`config.mk`:
```
export PLATFORM = sky130hd
export DESIGN_NAME = pjd_paper_jam_detector
export DESIGN_NICKNAME = d
export VERILOG_FILES = /design/src/pjd_pkg.sv /design/src/pjd_paper_jam_detector.sv
export SDC_FILE = /design/constraint.sdc
export NUM_CORES = 1
export LEC_CHECK = 0
export ABC_AREA = 1
export BUFFER_PORTS_ARGS = -buffer_cell sky130_fd_sc_hd__buf_4
export CELL_PAD_IN_SITES_DETAIL_PLACEMENT = 0
export CELL_PAD_IN_SITES_GLOBAL_PLACEMENT = 1
export CORE_ASPECT_RATIO = 2
export CORE_MARGIN = 2
export CORE_UTILIZATION = 49
export DETAILED_ROUTE_END_ITERATION = 16
export PLACE_DENSITY = 0.93
export SYNTH_ARGS = -nofsm -noshare
export SYNTH_HDL_FRONTEND = slang
export SYNTH_SLANG_ARGS = --single-unit
```
`constraint.sdc`:
```
create_clock -name i_clk -period 13.8 [get_ports i_clk]
set_input_delay 2.07 -clock i_clk [delete_from_list [all_inputs] [get_ports i_clk]]
set_output_delay 2.07 -clock i_clk [all_outputs]
set_load 0.02 [all_outputs]
```
`src/pjd_pkg.sv`:
```
// constants shared by the paper jam detector: register map, field positions,
// reset values and timeout figures.
// assumes a 100 MHz engine clock and a 1 ms supervision tick.
package pjd_pkg;

	localparam int PJD_ADDR_W = 8;
	localparam int PJD_DATA_W = 32;
	localparam int PJD_NUM_CHECKS = 5;
	localparam int PJD_CNT_W = 16;

	// register byte addresses
	localparam logic [7:0] PJD_CTRL_OFS = 8'h00;
	localparam logic [7:0] PJD_STATUS_OFS = 8'h04;
	localparam logic [7:0] PJD_MASK_OFS = 8'h08;
	localparam logic [7:0] PJD_STATE_OFS = 8'h0c;
	localparam logic [7:0] PJD_UP_DLY_OFS = 8'h10;
	localparam logic [7:0] PJD_UP_STAT_OFS = 8'h14;
	localparam logic [7:0] PJD_DN_DLY_OFS = 8'h18;
	localparam logic [7:0] PJD_DN_STAT_OFS = 8'h1c;

	// control fields
	localparam int PJD_CTRL_CLEAR_BIT = 0;
	localparam int PJD_CTRL_ENABLE_BIT = 1;
	localparam logic PJD_CTRL_ENABLE_RST = 1'b1;

	// check index, also the status and mask bit position
	localparam int PJD_CHK_PICKUP = 0;
	localparam int PJD_CHK_FUSER_DLY = 1;
	localparam int PJD_CHK_FUSER_STAT = 2;
	localparam int PJD_CHK_DELIV_DLY = 3;
	localparam int PJD_CHK_DELIV_STAT = 4;
	localparam logic [4:0] PJD_MASK_RST = 5'h00;

	// state register fields
	localparam int PJD_ST_JAM_BIT = 0;
	localparam int PJD_ST_FACE_DOWN_BIT = 1;
	localparam int PJD_ST_REG_BIT = 2;
	localparam int PJD_ST_FUSER_BIT = 3;
	localparam int PJD_ST_DELIV_BIT = 4;
	localparam int PJD_ST_PREQ_BIT = 5;
	localparam int PJD_ST_ARMED_LSB = 8;

	// supervision tick
	localparam int PJD_CLK_PERIOD_NS = 10;
	localparam int PJD_TICK_NS = 1000000;
	localparam int PJD_TICK_CYCLES = PJD_TICK_NS / PJD_CLK_PERIOD_NS;
	localparam int PJD_TICK_MS = 1;

	// timeouts in milliseconds and in ticks
	localparam int PJD_PICKUP_MS = 3900;
	localparam int PJD_FUSER_SHORT_MS = 12900;
	localparam int PJD_FUSER_LONG_MS = 14100;
	localparam int PJD_PRINT_WIN_MS = 4000;
	localparam logic [15:0] PJD_PICKUP_TICKS = 16'(PJD_PICKUP_MS / PJD_TICK_MS);
	localparam logic [15:0] PJD_FUSER_SHORT_TICKS = 16'(PJD_FUSER_SHORT_MS / PJD_TICK_MS);
	localparam logic [15:0] PJD_FUSER_LONG_TICKS = 16'(PJD_FUSER_LONG_MS / PJD_TICK_MS);
	localparam logic [15:0] PJD_PRINT_WIN_TICKS = 16'(PJD_PRINT_WIN_MS / PJD_TICK_MS);

	// delivery limits after reset, in ticks, software may reprogram
	localparam logic [15:0] PJD_UP_DLY_RST = 16'h0bb8;
	localparam logic [15:0] PJD_UP_STAT_RST = 16'h1770;
	localparam logic [15:0] PJD_DN_DLY_RST = 16'h0bb8;
	localparam logic [15:0] PJD_DN_STAT_RST = 16'h1770;

	typedef enum logic [2:0] {
		PJD_PR_IDLE = 3'b001,
		PJD_PR_WINDOW = 3'b010,
		PJD_PR_REQUEST = 3'b100
	} pjd_preq_state_type;

endpackage

```
`src/pjd_paper_jam_detector.sv`:
```
// paper path supervision: five timed paper checks, latched jam with motor
// stop, print request window, pickup solenoid steering, register port.
// assumes all sensor and formatter inputs are synchronous to i_clk;
// sensors read 1 while paper blocks them.
//
// Function
// - any failed paper check declares jam, lights indicator, stops main and delivery motors.
// - each check requires arrival or clearing at a sensor before its timeout.
// - pickup jam if registration sensor sees no paper 3.9 s after solenoid.
// - cassette feed: fuser delay jam if no paper at fuser exit 12.9 s after vsync.
// - manual feed: fuser delay jam if no paper at fuser exit 14.1 s after vsync.
// - cassette fuser stationary limit is 14.1 s for long sizes, else 12.9 s.
// - manual feed fuser stationary jam if not cleared 14.1 s after vsync.
// - face-up delivery delay measured from fuser leading edge to delivery arrival.
// - face-down delivery delay measured from fuser trailing edge to delivery arrival.
// - face-up delivery stationary from fuser leading edge to delivery clearing.
// - face-down delivery stationary from fuser trailing edge to delivery clearing.
// - print command within 4 s of vsync rise suppresses print request.
// - formatter picks cassette; only that solenoid drives and starts the pickup check.
// - mode switch selects delivery timing set and is reported to software.
//
// Design decisions made here: the placing of the registers and the strobed register port.
`timescale 1ns/1ps
`default_nettype none

module pjd_paper_jam_detector #(
	parameter int TICK_CYCLES = pjd_pkg::PJD_TICK_CYCLES
) (
	input wire logic i_clk,
	input wire logic i_rst,
	input wire logic [pjd_pkg::PJD_ADDR_W-1:0] i_addr,
	input wire logic [pjd_pkg::PJD_DATA_W-1:0] i_wr_data,
	input wire logic i_wr,
	input wire logic i_rd,
	output logic [pjd_pkg::PJD_DATA_W-1:0] o_rd_data,
	input wire logic i_registration_sensor,
	input wire logic i_fuser_exit_sensor,
	input wire logic i_delivery_exit_sensor,
	input wire logic i_output_mode_switch,
	input wire logic i_vsync,
	input wire logic i_print_command,
	input wire logic i_lower_cassette_select,
	input wire logic i_manual_feed,
	input wire logic i_long_paper,
	input wire logic i_pickup_request,
	output logic o_upper_pickup_solenoid,
	output logic o_lower_pickup_solenoid,
	output logic o_print_request,
	output logic o_jam_indicator,
	output logic o_main_motor_stop,
	output logic o_delivery_motor_stop,
	output logic o_irq
);
	import pjd_pkg::*;

	localparam int N = PJD_NUM_CHECKS;

	logic ctrl_enable;
	logic [N-1:0] status;
	logic [N-1:0] mask;
	logic [PJD_CNT_W-1:0] up_dly;
	logic [PJD_CNT_W-1:0] up_stat;
	logic [PJD_CNT_W-1:0] dn_dly;
	logic [PJD_CNT_W-1:0] dn_stat;
	logic jam;
	logic [31:0] tick_cnt;
	logic tick;
	logic fuser_q;
	logic deliv_q;
	logic vsync_q;
	logic sol_q;
	logic fuser_rise;
	logic fuser_fall;
	logic deliv_rise;
	logic deliv_fall;
	logic vsync_rise;
	logic sol_on;
	logic sol_rise;
	logic face_down;
	logic deliv_start;
	logic clear_req;
	logic [N-1:0] chk_start;
	logic [N-1:0] chk_done;
	logic [N-1:0] chk_armed;
	logic [N-1:0] chk_fail;
	logic [PJD_CNT_W-1:0] chk_limit [N];
	logic [PJD_CNT_W-1:0] fuser_dly_limit;
	logic [PJD_CNT_W-1:0] fuser_stat_limit;
	pjd_preq_state_type preq_state;
	pjd_preq_state_type next_preq_state;
	logic [PJD_CNT_W-1:0] win_cnt;

	// fixed-rate supervision tick
	// one shared divider keeps the timers in step; a check armed mid-period
	// therefore times out between limit-1 and limit ticks after its start
	always_ff @(posedge i_clk or posedge i_rst) begin
		if (i_rst) begin
			tick_cnt <= 32'h0;
		end else if (tick_cnt == 32'(TICK_CYCLES - 1)) begin
			tick_cnt <= 32'h0;
		end else begin
			tick_cnt <= tick_cnt + 32'h1;
		end
	end
	assign tick = (tick_cnt == 32'(TICK_CYCLES - 1));

	// previous levels for edge detection
	// reset levels equal the idle pins (no paper, no sync), so no edge follows reset
	always_ff @(posedge i_clk or posedge i_rst) begin
		if (i_rst) begin
			fuser_q <= 1'b0;
			deliv_q <= 1'b0;
			vsync_q <= 1'b0;
			sol_q <= 1'b0;
		end else begin
			fuser_q <= i_fuser_exit_sensor;
			deliv_q <= i_delivery_exit_sensor;
			vsync_q <= i_vsync;
			sol_q <= sol_on;
		end
	end

	assign fuser_rise = i_fuser_exit_sensor & ~fuser_q;
	assign fuser_fall = ~i_fuser_exit_sensor & fuser_q;
	assign deliv_rise = i_delivery_exit_sensor & ~deliv_q;
	assign deliv_fall = ~i_delivery_exit_sensor & deliv_q;
	assign vsync_rise = i_vsync & ~vsync_q;
	assign face_down = i_output_mode_switch;

	// no pickup while jammed or feeding by hand
	// steering is combinational so a cassette change takes effect at once
	assign sol_on = i_pickup_request & ~jam & ~i_manual_feed;
	assign sol_rise = sol_on & ~sol_q;
	assign o_upper_pickup_solenoid = sol_on & ~i_lower_cassette_select;
	assign o_lower_pickup_solenoid = sol_on & i_lower_cassette_select;

	// fuser limits follow feed source and paper length
	assign fuser_dly_limit = i_manual_feed ? PJD_FUSER_LONG_TICKS : PJD_FUSER_SHORT_TICKS;
	assign fuser_stat_limit = (i_manual_feed | i_long_paper) ?
		PJD_FUSER_LONG_TICKS : PJD_FUSER_SHORT_TICKS;

	// face-up times from leading edge, face-down from trailing edge
	assign deliv_start = face_down ? fuser_fall : fuser_rise;

	// pickup and fuser delay end on a level, so paper already there counts;
	// the stationary and delivery checks need a real edge

	always_comb begin
		chk_start = '0;
		chk_done = '0;
		chk_start[PJD_CHK_PICKUP] = sol_rise;
		chk_done[PJD_CHK_PICKUP] = i_registration_sensor;
		chk_start[PJD_CHK_FUSER_DLY] = vsync_rise;
		chk_done[PJD_CHK_FUSER_DLY] = i_fuser_exit_sensor;
		chk_start[PJD_CHK_FUSER_STAT] = vsync_rise;
		chk_done[PJD_CHK_FUSER_STAT] = fuser_fall;
		chk_start[PJD_CHK_DELIV_DLY] = deliv_start;
		chk_done[PJD_CHK_DELIV_DLY] = deliv_rise;
		chk_start[PJD_CHK_DELIV_STAT] = deliv_start;
		chk_done[PJD_CHK_DELIV_STAT] = deliv_fall;
	end

	assign chk_limit[PJD_CHK_PICKUP] = PJD_PICKUP_TICKS;
	assign chk_limit[PJD_CHK_FUSER_DLY] = fuser_dly_limit;
	assign chk_limit[PJD_CHK_FUSER_STAT] = fuser_stat_limit;
	assign chk_limit[PJD_CHK_DELIV_DLY] = face_down ? dn_dly : up_dly;
	assign chk_limit[PJD_CHK_DELIV_STAT] = face_down ? dn_stat : up_stat;

	// one timer per check; a start restarts it, completion disarms it
	// a jam or a cleared enable drops every timer and refuses new starts
	genvar gi;
	generate
		for (gi = 0; gi < N; gi++) begin : g_chk
			logic [PJD_CNT_W-1:0] cnt;
			logic armed;
			logic fail;
			always_ff @(posedge i_clk or posedge i_rst) begin
				if (i_rst) begin
					cnt <= '0;
					armed <= 1'b0;
					fail <= 1'b0;
				end else begin
					fail <= 1'b0;
					if (jam | ~ctrl_enable) begin
						armed <= 1'b0;
					end else if (chk_start[gi]) begin
						armed <= 1'b1;
						cnt <= '0;
					end else if (armed & chk_done[gi]) begin
						armed <= 1'b0;
					end else if (armed & tick) begin
						if (cnt + 16'h1 >= chk_limit[gi]) begin
							armed <= 1'b0;
							fail <= 1'b1;
						end else begin
							cnt <= cnt + 16'h1;
						end
					end
				end
			end
			assign chk_armed[gi] = armed;
			assign chk_fail[gi] = fail;
		end
	endgenerate

	// clear acts on the write itself and is never stored, so it reads back 0
	assign clear_req = i_wr & (i_addr == PJD_CTRL_OFS) & i_wr_data[PJD_CTRL_CLEAR_BIT];

	// latched jam; a failure in the clearing cycle still wins
	always_ff @(posedge i_clk or posedge i_rst) begin
		if (i_rst) begin
			jam <= 1'b0;
		end else if (|chk_fail) begin
			jam <= 1'b1;
		end else if (clear_req) begin
			jam <= 1'b0;
		end
	end

	assign o_jam_indicator = jam;
	assign o_main_motor_stop = jam;
	assign o_delivery_motor_stop = jam;

	// print request window after vsync rise
	// limitation: a vsync edge inside an open window does not restart it
	always_comb begin
		next_preq_state = preq_state;
		case (preq_state)
			PJD_PR_IDLE: begin
				if (vsync_rise) begin
					next_preq_state = PJD_PR_WINDOW;
				end
			end
			PJD_PR_WINDOW: begin
				if (i_print_command) begin
					next_preq_state = PJD_PR_IDLE;
				end else if (tick & (win_cnt + 16'h1 >= PJD_PRINT_WIN_TICKS)) begin
					next_preq_state = PJD_PR_REQUEST;
				end
			end
			PJD_PR_REQUEST: begin
				if (i_print_command | vsync_rise) begin
					next_preq_state = vsync_rise ? PJD_PR_WINDOW : PJD_PR_IDLE;
				end
			end
			default: begin
				next_preq_state = PJD_PR_IDLE;
			end
		endcase
	end

	always_ff @(posedge i_clk or posedge i_rst) begin
		if (i_rst) begin
			preq_state <= PJD_PR_IDLE;
			win_cnt <= '0;
		end else begin
			preq_state <= next_preq_state;
			if (next_preq_state == PJD_PR_WINDOW && preq_state != PJD_PR_WINDOW) begin
				win_cnt <= '0;
			end else if (preq_state == PJD_PR_WINDOW && tick) begin
				win_cnt <= win_cnt + 16'h1;
			end
		end
	end
	assign o_print_request = (preq_state == PJD_PR_REQUEST);

	// control and delivery limits
	// pickup and fuser limits are fixed; only delivery timing is programmable
	always_ff @(posedge i_clk or posedge i_rst) begin
		if (i_rst) begin
			ctrl_enable <= PJD_CTRL_ENABLE_RST;
			mask <= PJD_MASK_RST;
			up_dly <= PJD_UP_DLY_RST;
			up_stat <= PJD_UP_STAT_RST;
			dn_dly <= PJD_DN_DLY_RST;
			dn_stat <= PJD_DN_STAT_RST;
		end else if (i_wr) begin
			if (i_addr == PJD_CTRL_OFS) begin
				ctrl_enable <= i_wr_data[PJD_CTRL_ENABLE_BIT];
			end else if (i_addr == PJD_MASK_OFS) begin
				mask <= i_wr_data[N-1:0];
			end else if (i_addr == PJD_UP_DLY_OFS) begin
				up_dly <= i_wr_data[PJD_CNT_W-1:0];
			end else if (i_addr == PJD_UP_STAT_OFS) begin
				up_stat <= i_wr_data[PJD_CNT_W-1:0];
			end else if (i_addr == PJD_DN_DLY_OFS) begin
				dn_dly <= i_wr_data[PJD_CNT_W-1:0];
			end else if (i_addr == PJD_DN_STAT_OFS) begin
				dn_stat <= i_wr_data[PJD_CNT_W-1:0];
			end
		end
	end

	// sticky jam causes, write one to clear, new event wins
	always_ff @(posedge i_clk or posedge i_rst) begin
		if (i_rst) begin
			status <= '0;
		end else if (i_wr && i_addr == PJD_STATUS_OFS) begin
			status <= (status & ~i_wr_data[N-1:0]) | chk_fail;
		end else begin
			status <= status | chk_fail;
		end
	end

	// level output until software clears or masks every cause
	assign o_irq = |(status & mask);

	// read data stands in the cycle after the strobe only
	// sensor bits are live pin levels, not latched copies
	always_ff @(posedge i_clk or posedge i_rst) begin
		if (i_rst) begin
			o_rd_data <= '0;
		end else if (!i_rd) begin
			o_rd_data <= '0;
		end else if (i_addr == PJD_CTRL_OFS) begin
			o_rd_data <= 32'(ctrl_enable) << PJD_CTRL_ENABLE_BIT;
		end else if (i_addr == PJD_STATUS_OFS) begin
			o_rd_data <= 32'(status);
		end else if (i_addr == PJD_MASK_OFS) begin
			o_rd_data <= 32'(mask);
		end else if (i_addr == PJD_STATE_OFS) begin
			o_rd_data <= (32'(jam) << PJD_ST_JAM_BIT)
				| (32'(face_down) << PJD_ST_FACE_DOWN_BIT)
				| (32'(i_registration_sensor) << PJD_ST_REG_BIT)
				| (32'(i_fuser_exit_sensor) << PJD_ST_FUSER_BIT)
				| (32'(i_delivery_exit_sensor) << PJD_ST_DELIV_BIT)
				| (32'(o_print_request) << PJD_ST_PREQ_BIT)
				| (32'(chk_armed) << PJD_ST_ARMED_LSB);
		end else if (i_addr == PJD_UP_DLY_OFS) begin
			o_rd_data <= 32'(up_dly);
		end else if (i_addr == PJD_UP_STAT_OFS) begin
			o_rd_data <= 32'(up_stat);
		end else if (i_addr == PJD_DN_DLY_OFS) begin
			o_rd_data <= 32'(dn_dly);
		end else if (i_addr == PJD_DN_STAT_OFS) begin
			o_rd_data <= 32'(dn_stat);
		end else begin
			o_rd_data <= '0;
		end
	end

endmodule

`default_nettype wire

```
==> out/results.txt, run 1 <==
CP max stage cell: inv_1
total global routing overflow: 0
Cell Int Power: 1.14 mW
crit path DAT: 2.89 ns
Core Area: 28800 um^2
fill cell count: 2830
hold_buf cts: 0
status: completed
area post-placement: 15000 um^2
worst hold slack: 0.457 ns
layout cells sized above 1: 9.68%
Final Max Tran Viols: 0
DIE AREA: 30800 um^2
RSZ-0062 raised after global routing: no
Finished Cell Area: 15800 um^2
post-DR vias/cell: 5.51
switching share of power: 25.3%
clk slew on worst S/H paths: 0.06 ns
Initial DRC Count: 842
Synth Register Bits: 237
number of max-cap violations: 0
WL final: 39200 um
number of diodes: 0
power per cell area: 96.9 nW/um^2
Root Buffer: clkbuf_16
Power, Total: 1.53 mW
CTS tree: done
sequential power share: 48.1%
P_sw: 0.387 mW
share of Yosys cell area claimed by the top area cell type: 36.1%
io pins: 93
Placer Congestion: 0.914
Placement Rows: 88
clock latency on the worst-skew pair: 0.55 ns
ANT nets after route: 0
syn_area_per_cell: 7.51 um^2
CP Max Fanout: 4
fin crit share: 35.9%
drt first pass iters: 6
top_reg_cell synth: dfrtp_1
Post-CTS Setup Inserts: 0
Hold Path Class: flop to flop
Post-synth EDFFs: 0
final setup TNS: 0 ns
Final Util: 54.7%
fmax: 202 MHz
Final Skew: 0.0139 ns
net count of the finished layout: 2051
Routed met1 length: 14300 um
Starting Density: 49.8%
Netlist cell types: 57
Commonest cells post-synth: 457 x nand2_1, 257 x inv_1, 207 x dfrtp_1, 170 x nand3_1, 160 x o21ai_0
share of the yosys chip area belonging to registers: 41.6%
leading area contributor after synthesis: dfrtp_1
initial antenna violation count: 0
Worst slew margin: 19.5%
Die H: 246 um
first-pass GRT wire length: 63500 um
crit-path cells: buf_4, inv_1, nand2_1, nor2_1, inv_1, nor2_1, buf_4
slowest stage delay, CP: 0.18 ns
largest net degree at the start of global routing: 102
# port buffers: 60
met3 wire len: 1560 um
DR top layer: met4
Tmin final: 4.96 ns
Final HPWL DP: 28700 um
maximum clock path buffer count: 3
drt wl/cell: 16.9 um
# clock sinks: 237
met2 WL: 21300 um
Syn. warnings: 0
maximum vdd ir drop: 0.0961 mV
Comb pwr share: 7.7%
Area Overhead vs Synth: 9.89%
die width: 125 um
most numerous cell in the Yosys netlist: nand2_1
H-Tree Depth: 1
CTS Buf Count: 24
Post-synth ARST share: 100%
cell area after synthesis: 14400 um^2
PostCTS Resize Cnt: 0
worst path buffer plus inverter count: 4
critical path required time: 11.73 ns
critical setup path kind: primary input to output pin
Final Setup Violations: 0
Fin. Hold Viols: 0
vias in the first global route: 12900
crit start category: primary input
gr usage total: 25.5%
vias: 12794
Worst Tran Pin Value: 1.20 ns
top post-synthesis cells by area: dfrtp_1 36%, nand2_1 12%, inv_1 6.7%
CP endpoint kind: output pin
cells after synthesis: 1912
clock power share: 44.2%
cell family with most CP delay: buffers and inverters
Leak Pwr: 7.80 nW
Residual DRC: 0
==> cell type report <==
class	instances	area (um^2)	area share, %
Multi-Input combinational cell	1354	7070	44.8
Sequential cell	237	5970	37.8
Inverter	260	983	6.23
Clock buffer	32	682	4.32
Timing Repair Buffer	68	510	3.24
Tap cell	360	450	2.86
Clock inverter	11	114	0.722
==> worst reg2reg max path, stage by stage (launching register included) <==
cell and delay (ns):
dfrtp_1 0.44, ha_1 0.22, nand2_1 0.06, nor2_1 0.22, nand2_1 0.14, nor3_1 0.25, nand3_1 0.18, nor2_1 0.16
xnor2_1 0.13, inv_1 0.07, ha_1 0.28, nand2_1 0.07, inv_1 0.04, nand3_1 0.11, inv_1 0.06, a21oi_1 0.25
nand3_1 0.19, nor2_2 0.59, nand3_1 0.13, o21ai_0 0.13
==> state kept, by name, indices dropped and copies added (netlist names), 3 cells and up <==
| name | cells |
|---|---|
| preq_state | 3 |
| g_chk.armed | 5 |
| up_stat | 16 |
| o_rd_data | 16 |
| mask | 5 |
| status | 5 |
| tick_cnt | 32 |
| win_cnt | 16 |
| g_chk.fail | 5 |
| dn_stat | 16 |
| up_dly | 16 |
| dn_dly | 16 |
| g_chk.cnt | 80 |
==> cell usage in the layout, fill, tap and decap left out, drive strengths merged, types with 10 or more instances in the layout <==
master / instances
xor2: 57
o21a: 10
a21oi: 66
o22ai: 12
nand2: 469
inv: 259
dfstp: 30
conb: 16
nand4: 68
o21ai: 163
buf: 68
dfrtp: 207
clkbuf: 32
nor3: 48
nor2: 155
xnor2: 12
nand3: 173
ha: 52
==> path summary, 6_finish.rpt <==
check / start / endpoint / slack [ns] / cells past startpoint
setup / recovery: i_manual_feed / o_lower_pickup_solenoid / 8.84 / 7
hold / removal: tick_cnt[0]$_DFF_PP0_ / tick_cnt[0]$_DFF_PP0_ / 0.46 / 1
setup reg to reg: g_chk[4].cnt[0]$_DFFE_PP0P_ / g_chk[4].cnt[7]$_DFFE_PP0P_ / 9.97 / 19
hold reg to reg: tick_cnt[0]$_DFF_PP0_ / tick_cnt[0]$_DFF_PP0_ / 0.46 / 1
max in group asynchronous: i_rst / up_dly[12]$_DFFE_PP0P_ / 10.69 / 3
min in group asynchronous: i_rst / tick_cnt[6]$_DFF_PP0_ / 1.66 / 2
==> per-stage QoR <==
step,setup WS [ns],instances
6_report,8.84,2322
5_1_grt,8.71,2322
4_1_cts,8.83,2322
3_5_place_dp,8.69,2279
3_3_place_gp,8.80,2279
2_1_floorplan,5.28,1927
==> power by group through the flow <==
| stage | Combinational [mW] | Sequential, mW | Clock (mW) |
|---|---|---|---|
| finish | 0.118 | 0.735 | 0.675 |
| global route | 0.135 | 0.738 | 0.712 |
| CTS | 0.119 | 0.735 | 0.688 |
| detailed placement | 0.119 | 0.748 | 0 |
| global placement | 0.116 | 0.747 | 0 |
| floorplan | 0.0833 | 0.744 | 0 |
==> layer usage <==
metal / vias to the layer above / GRT usage (%)
met2: 342 / 49.4
met1: 6066 / 26.5
met5: - / 0
met4: 0 / 13.3
met3: 104 / 2.84
li1: 6282 / -
==> cell families after synthesis <==
logic type               after synthesis  share of synthesized area, %
AND/OR/NAND/NOR                      934                          29.0
buffers and inverters                336                          9.67
AO/OA/AOI/OAI                        282                          10.9
flip-flops                           237                          41.6
XOR/XNOR                              69                          4.21
adder cells (fa/ha/maj)               52                          4.53
other                                  1                        0.0261
multiplexers                           1                        0.0697
Power figures use the tool's default switching activity.
==> run 2, diff against run 1 <==
ABC_AREA = 0   (was 1)
CORE_UTILIZATION = 48   (was 49)
PLACE_DENSITY = 0.87   (was 0.93)
clock period = 5.05 ns   (was 13.8 ns; I/O delays follow)
==> run 2 against run 1 <==
Net effect:
- hold slack got worse by 0.18 ns
- non-clock buffer count rose by 3
- utilization is 0.33 points lower
- sequential power increased to 2.8 times the previous value
- register-to-register slack got worse by 8.9 ns
- cell area is 5.1% lower
- first-iteration DRC count fell by 31%
- clock skew shrank 0.0037 ns
- clock power increased to 2.6 times the previous value
- critical endpoint is now g_chk[3].cnt[8]$_DFFE_PP0P_
- largest power group unchanged
==> out/results.txt, run 2 <==
number of diodes: 0
Synth Area in Compound Gates: 12.7%
vias: 10237
most numerous cell in the Yosys netlist: dfrtp_1
fmax: 252 MHz
RSZ-0062 raised after global routing: no
net count of the finished layout: 1485
layout cells sized above 1: 18.2%
Residual DRC: 0
Initial DRC Count: 577
top post-synthesis cells by area: dfrtp_1 38%, dfstp_2 5.8%, mux2_2 5.8%
hold_buf cts: 0
H-Tree Depth: 1
maximum vdd ir drop: 0.208 mV
Netlist cell types: 80
main combinational cell family by area after synthesis: simple AND/OR/NAND/NOR gates
share of the yosys chip area belonging to registers: 44.3%
Post-synth EDFFs: 0
Simple-Gate Fraction of Synth Area: 18.6%
critical setup path kind: flop to flop
Power, Total: 4.51 mW
crit path DAT: 4.41 ns
Largest Register: g_chk.cnt
adder-cell share of the synthesized area: 4.90%
Worst Tran Pin Value: 1.12 ns
clk slew on worst S/H paths: 0.06 ns
Final Skew: 0.0102 ns
PostCTS Resize Cnt: 0
slowest stage delay, CP: 0.72 ns
crit start category: flop
initial antenna violation count: 0
mux share of post-synthesis cell area: 11.1%
CTS Buf Count: 23
FF-to-FF End: g_chk[3].cnt[8]$_DFFE_PP0P_
# clock sinks: 237
drt first pass iters: 5
Root Buffer: clkbuf_16
final non-filler cell total: 1747
cell family with most CP delay: simple AND/OR/NAND/NOR gates
vias in the first global route: 10472
Die H: 241 um
drt wl/cell: 18.2 um
# port buffers: 60
most common cell after layout, fill and taps aside: dfrtp_1
Fin. Hold Viols: 0
reg2reg path depth: 13
syn_area_per_cell: 10.1 um^2
Worst slew margin: 24.9%
clock latency on the worst-skew pair: 0.53 ns
Top Registers: g_chk.cnt: 80 flops, tick_cnt: 32 flops
r2r startpoint: g_chk[3].cnt[0]$_DFFE_PP0P_
leading area contributor after synthesis: dfrtp_1
Hold Path Class: primary input to async pin
post-DR vias/cell: 5.86
crit-path cells: ha_1, nand3_1, nor4_1, nor2_1, or2_2, ha_1, a21o_1, a21o_1, a211oi_1, o31ai_1, nor2_2, o211ai_1, o21ai_0
total global routing overflow: 0
fin crit share: 78.6%
Leak Pwr: 7.03 nW
DIE AREA: 29500 um^2
Tmin final: 3.97 ns
io pins: 93
largest net degree at the start of global routing: 123
Commonest cells post-synth: 207 x dfrtp_1, 108 x nand2_1, 92 x nor2_1, 76 x nand3_1, 70 x mux2_2
gr usage total: 22.1%
CP Max Fanout: 16
CTS tree: done
status: completed
Placement Rows: 86
Placer Congestion: 0.861
most frequent cells in the layout: 207 x dfrtp_1, 108 x nand2_1, 92 x nor2_1
worst path buffer plus inverter count: 0
ANT nets after route: 0
first-pass GRT wire length: 52200 um
cell area after synthesis: 13500 um^2
Syn. warnings: 0
Area Overhead vs Synth: 11.0%
number of max-cap violations: 0
power per cell area: 301 nW/um^2
top_reg_cell synth: dfrtp_1
Post-synth ARST share: 100%
critical path required time: 5.49 ns
Final Setup Violations: 0
Synth Register Bits: 237
die width: 123 um
Starting Density: 49.0%
maximum clock path buffer count: 3
Cells after DPL: 1706
WL final: 31800 um
final setup TNS: 0 ns
flop2flop setup slack: 1.08 ns
CP endpoint kind: flop
CP max stage cell: nor4_1
Final Max Tran Viols: 0
Final HPWL DP: 23100 um
Post-CTS Setup Inserts: 0
cells after synthesis: 1330
max reg flops: 80
share of Yosys cell area claimed by the top area cell type: 38.4%
fill cell count: 2524
XOR/XNOR Fraction of Synth Area: 4.61%
Core Area: 27500 um^2
run 2: changes by cell type after synthesis, sizes merged, moves of 36 or more:
cell and change:
mux2 +70, nor2 -61, nand4 -42, inv -210, nand2 -361, xor2 -36, a21o +41, xnor2 +38
nand3 -97, o21ai -108
run 2: per-stage QoR:
step	util [%]	instance area [um^2]	setup slack (ns)	hold slack, ns
6_report	54.4	15000	1.08	0.279
5_1_grt	54.4	15000	0.799	0.317
4_1_cts	54.4	15000	1.09	0.281
3_5_place_dp	51.6	14200	1.11	0.453
3_3_place_gp	51.6	14200	1.20	0.443
2_1_floorplan	-	13500	1.21	0.419
run 2: metal layers:
metal / up-vias / global-route usage [%] / routed length, um
li1: 4894 / - / -
met1: 5101 / 24.9 / 12300
met2: 186 / 41.7 / 17300
met3: 56 / 2.81 / 1180
met4: 0 / 7.77 / 991
met5: - / 0 / 0
run 2: kinds of logic after synthesis:
| group | Yosys count |
|---|---|
| AOI/OAI and AO/OA | 251 |
| DFF | 237 |
| other | 1 |
| xor gates and xnor gates | 71 |
| buffers and inverters | 111 |
| muxes | 121 |
| and+or+nand+nor | 485 |
| adders and majority gates | 53 |
run 2: layout make-up:
cell class	count	area [um^2]	area share (%)
Multi-Input combinational cell	997	7070	47.2
Sequential cell	237	5970	39.9
Clock buffer	34	667	4.45
Timing Repair Buffer	71	546	3.64
Tap cell	352	440	2.94
Inverter	49	188	1.25
Clock inverter	7	91.3	0.610
run 2: worst max-delay path by stage:
stage | slack [ns] | endpoint | cells after the start | from
floorplan | 1.21 | deliv_q$_DFF_PP0_ | 1 | i_rst
global placement | 1.20 | g_chk[3].cnt[15]$_DFFE_PP0P_ | 10 | i_output_mode_switch
detailed placement | 1.11 | g_chk[3].cnt[7]$_DFFE_PP0P_ | 13 | g_chk[3].cnt[0]$_DFFE_PP0P_
CTS | 1.09 | g_chk[3].cnt[8]$_DFFE_PP0P_ | 13 | g_chk[3].cnt[0]$_DFFE_PP0P_
global route | 0.80 | g_chk[3].cnt[7]$_DFFE_PP0P_ | 13 | g_chk[3].cnt[0]$_DFFE_PP0P_
finish | 1.08 | g_chk[3].cnt[8]$_DFFE_PP0P_ | 13 | g_chk[3].cnt[0]$_DFFE_PP0P_
run 2: report_power, final:
group	switching, mW	internal [mW]	total [mW]
Clock	0.751	1.02	1.77
Sequential	0.0930	2.00	2.09
Combinational	0.371	0.279	0.650
Total	1.21	3.29	4.51
==> run 3, diff against run 2 <==
clock period = 3.7 ns   (was 5.05 ns; I/O delays follow)
==> run 3 against run 2 <==
Net effect:
- flip-flop and latch count unchanged
- non-clock buffer count increased by 34
- largest power group unchanged
- critical endpoint is now g_chk[4].cnt[11]$_DFFE_PP0P_
- sequential share of layout area shrank 0.84 points
- combinational power is 45% higher
- clock skew shrank 0.0014 ns
- first-iteration DRC count is 4.3% higher
- hold slack worse by 0.13 ns
- largest cell class unchanged
- clock power up 41%
==> out/results.txt, run 3 (synthesized netlist as in run 2, its figures left out) <==
status: completed
crit-path cells: ha_1, nand2_1, nor2_1, nand3_1, nor2_1, nand3_1, xnor2_1, ha_1, a21o_1, a21oi_1, o21a_1, o211ai_1, and2_1, a32o_1
Min-Delay Path Depth: 1
Placer Congestion: 0.865
final non-filler cell total: 1781
worst path buffer plus inverter count: 0
critical path required time: 4.11 ns
flop2flop setup slack: 0.30 ns
fin crit share: 92.0%
Cells after DPL: 1740
number of diodes: 0
PostCTS Resize Cnt: 0
total global routing overflow: 0
power per cell area: 411 nW/um^2
fmax: 294 MHz
cell family with most CP delay: simple AND/OR/NAND/NOR gates
Placement Rows: 86
Starting Density: 49.0%
DIE AREA: 29500 um^2
Hold Path Class: primary input to flop
number of max-cap violations: 0
Initial DRC Count: 602
Worst slew margin: 35.3%
Post-CTS Setup Inserts: 0
post-DR vias/cell: 5.88
CP endpoint kind: flop
die width: 123 um
CTS Buf Count: 23
ANT nets after route: 0
Residual DRC: 0
drt first pass iters: 7
CTS tree: done
Final Util: 55.5%
slowest stage delay, CP: 0.43 ns
gr usage total: 22.8%
Leak Pwr: 7.21 nW
Final HPWL DP: 24300 um
crit path DAT: 3.82 ns
Tmin final: 3.40 ns
max reg flops: 80
H-Tree Depth: 1
hold_buf cts: 0
# clock sinks: 237
first-pass GRT wire length: 53500 um
Worst Tran Pin Value: 0.968 ns
vias in the first global route: 10640
net count of the finished layout: 1519
Largest Register: g_chk.cnt
io pins: 93
Hold Crit Start: i_vsync
drt wl/cell: 18.4 um
Fin. Hold Viols: 0
most frequent cells in the layout: 207 x dfrtp_1, 108 x nand2_1, 102 x buf_4
layout cells sized above 1: 20.5%
Area Overhead vs Synth: 13.4%
Final Max Tran Viols: 0
WL final: 32700 um
Core Area: 27500 um^2
FF-to-FF End: g_chk[4].cnt[11]$_DFFE_PP0P_
critical setup path kind: flop to flop
final setup TNS: 0 ns
largest net degree at the start of global routing: 62
maximum vdd ir drop: 0.388 mV
CP Max Fanout: 15
reg2reg path depth: 14
Top Registers: g_chk.cnt: 80 flops, tick_cnt: 32 flops
clock latency on the worst-skew pair: 0.53 ns
Final Setup Violations: 0
hold endpoint: vsync_q$_DFF_PP0_
RSZ-0062 raised after global routing: no
clk slew on worst S/H paths: 0.06 ns
fill cell count: 2489
maximum clock path buffer count: 3
Die H: 241 um
Final Skew: 0.00883 ns
Root Buffer: clkbuf_16
CP max stage cell: dfrtp_1
# port buffers: 60
crit start category: flop
vias: 10473
most common cell after layout, fill and taps aside: dfrtp_1
r2r startpoint: g_chk[4].cnt[0]$_DFFE_PP0P_
initial antenna violation count: 0
-- run 3: layout make-up --
type	instances	area, um^2	area share [%]
clock buffers	29	638	4.17
clock inverters	12	153	0.998
inverters	49	188	1.23
multi-input cells	997	7080	46.3
flip-flops and latches	237	5970	39.0
well taps	352	440	2.88
repair buffers	105	826	5.40
-- run 3: worst max path at each step --
stage                                start  slack [ns]                            to  depth (start not counted)
6_report       g_chk[4].cnt[0]$_DFFE_PP0P_        0.30  g_chk[4].cnt[11]$_DFFE_PP0P_                         14
5_1_grt        g_chk[3].cnt[0]$_DFFE_PP0P_        0.05  g_chk[3].cnt[15]$_DFFE_PP0P_                         14
4_1_cts        g_chk[3].cnt[0]$_DFFE_PP0P_        0.06   g_chk[3].cnt[2]$_DFFE_PP0P_                         14
3_5_place_dp   g_chk[3].cnt[0]$_DFFE_PP0P_        0.06   g_chk[3].cnt[5]$_DFFE_PP0P_                         14
3_3_place_gp   g_chk[3].cnt[0]$_DFFE_PP0P_        0.16  g_chk[3].cnt[15]$_DFFE_PP0P_                         14
2_1_floorplan                        i_rst        0.06             deliv_q$_DFF_PP0_                          1
-- run 3: routing by layer --
metal	routed length (um)	global-route usage (%)	vias to the layer above
met3	1370	3.26	77
li1	-	-	4946
met2	17700	42.6	200
met1	12400	25.3	5250
met5	0	0	-
met4	1270	9.58	0
-- run 3: stage by stage --
stage	hold WS, ns	setup slack [ns]	power [mW]	area, um^2
global route	0.141	0.0462	6.57	15300
detailed placement	0.445	0.0587	3.83	14500
global placement	0.448	0.161	3.79	14500
CTS	0.134	0.0580	6.33	15300
finish	0.153	0.295	6.28	15300
floorplan	0.419	0.0636	3.53	13500
-- run 3: report_power, final --
part           internal (mW)  total (mW)  switching [mW]
logic                  0.413       0.944           0.531
clock network           1.44        2.49            1.05
registers               2.73        2.85           0.121
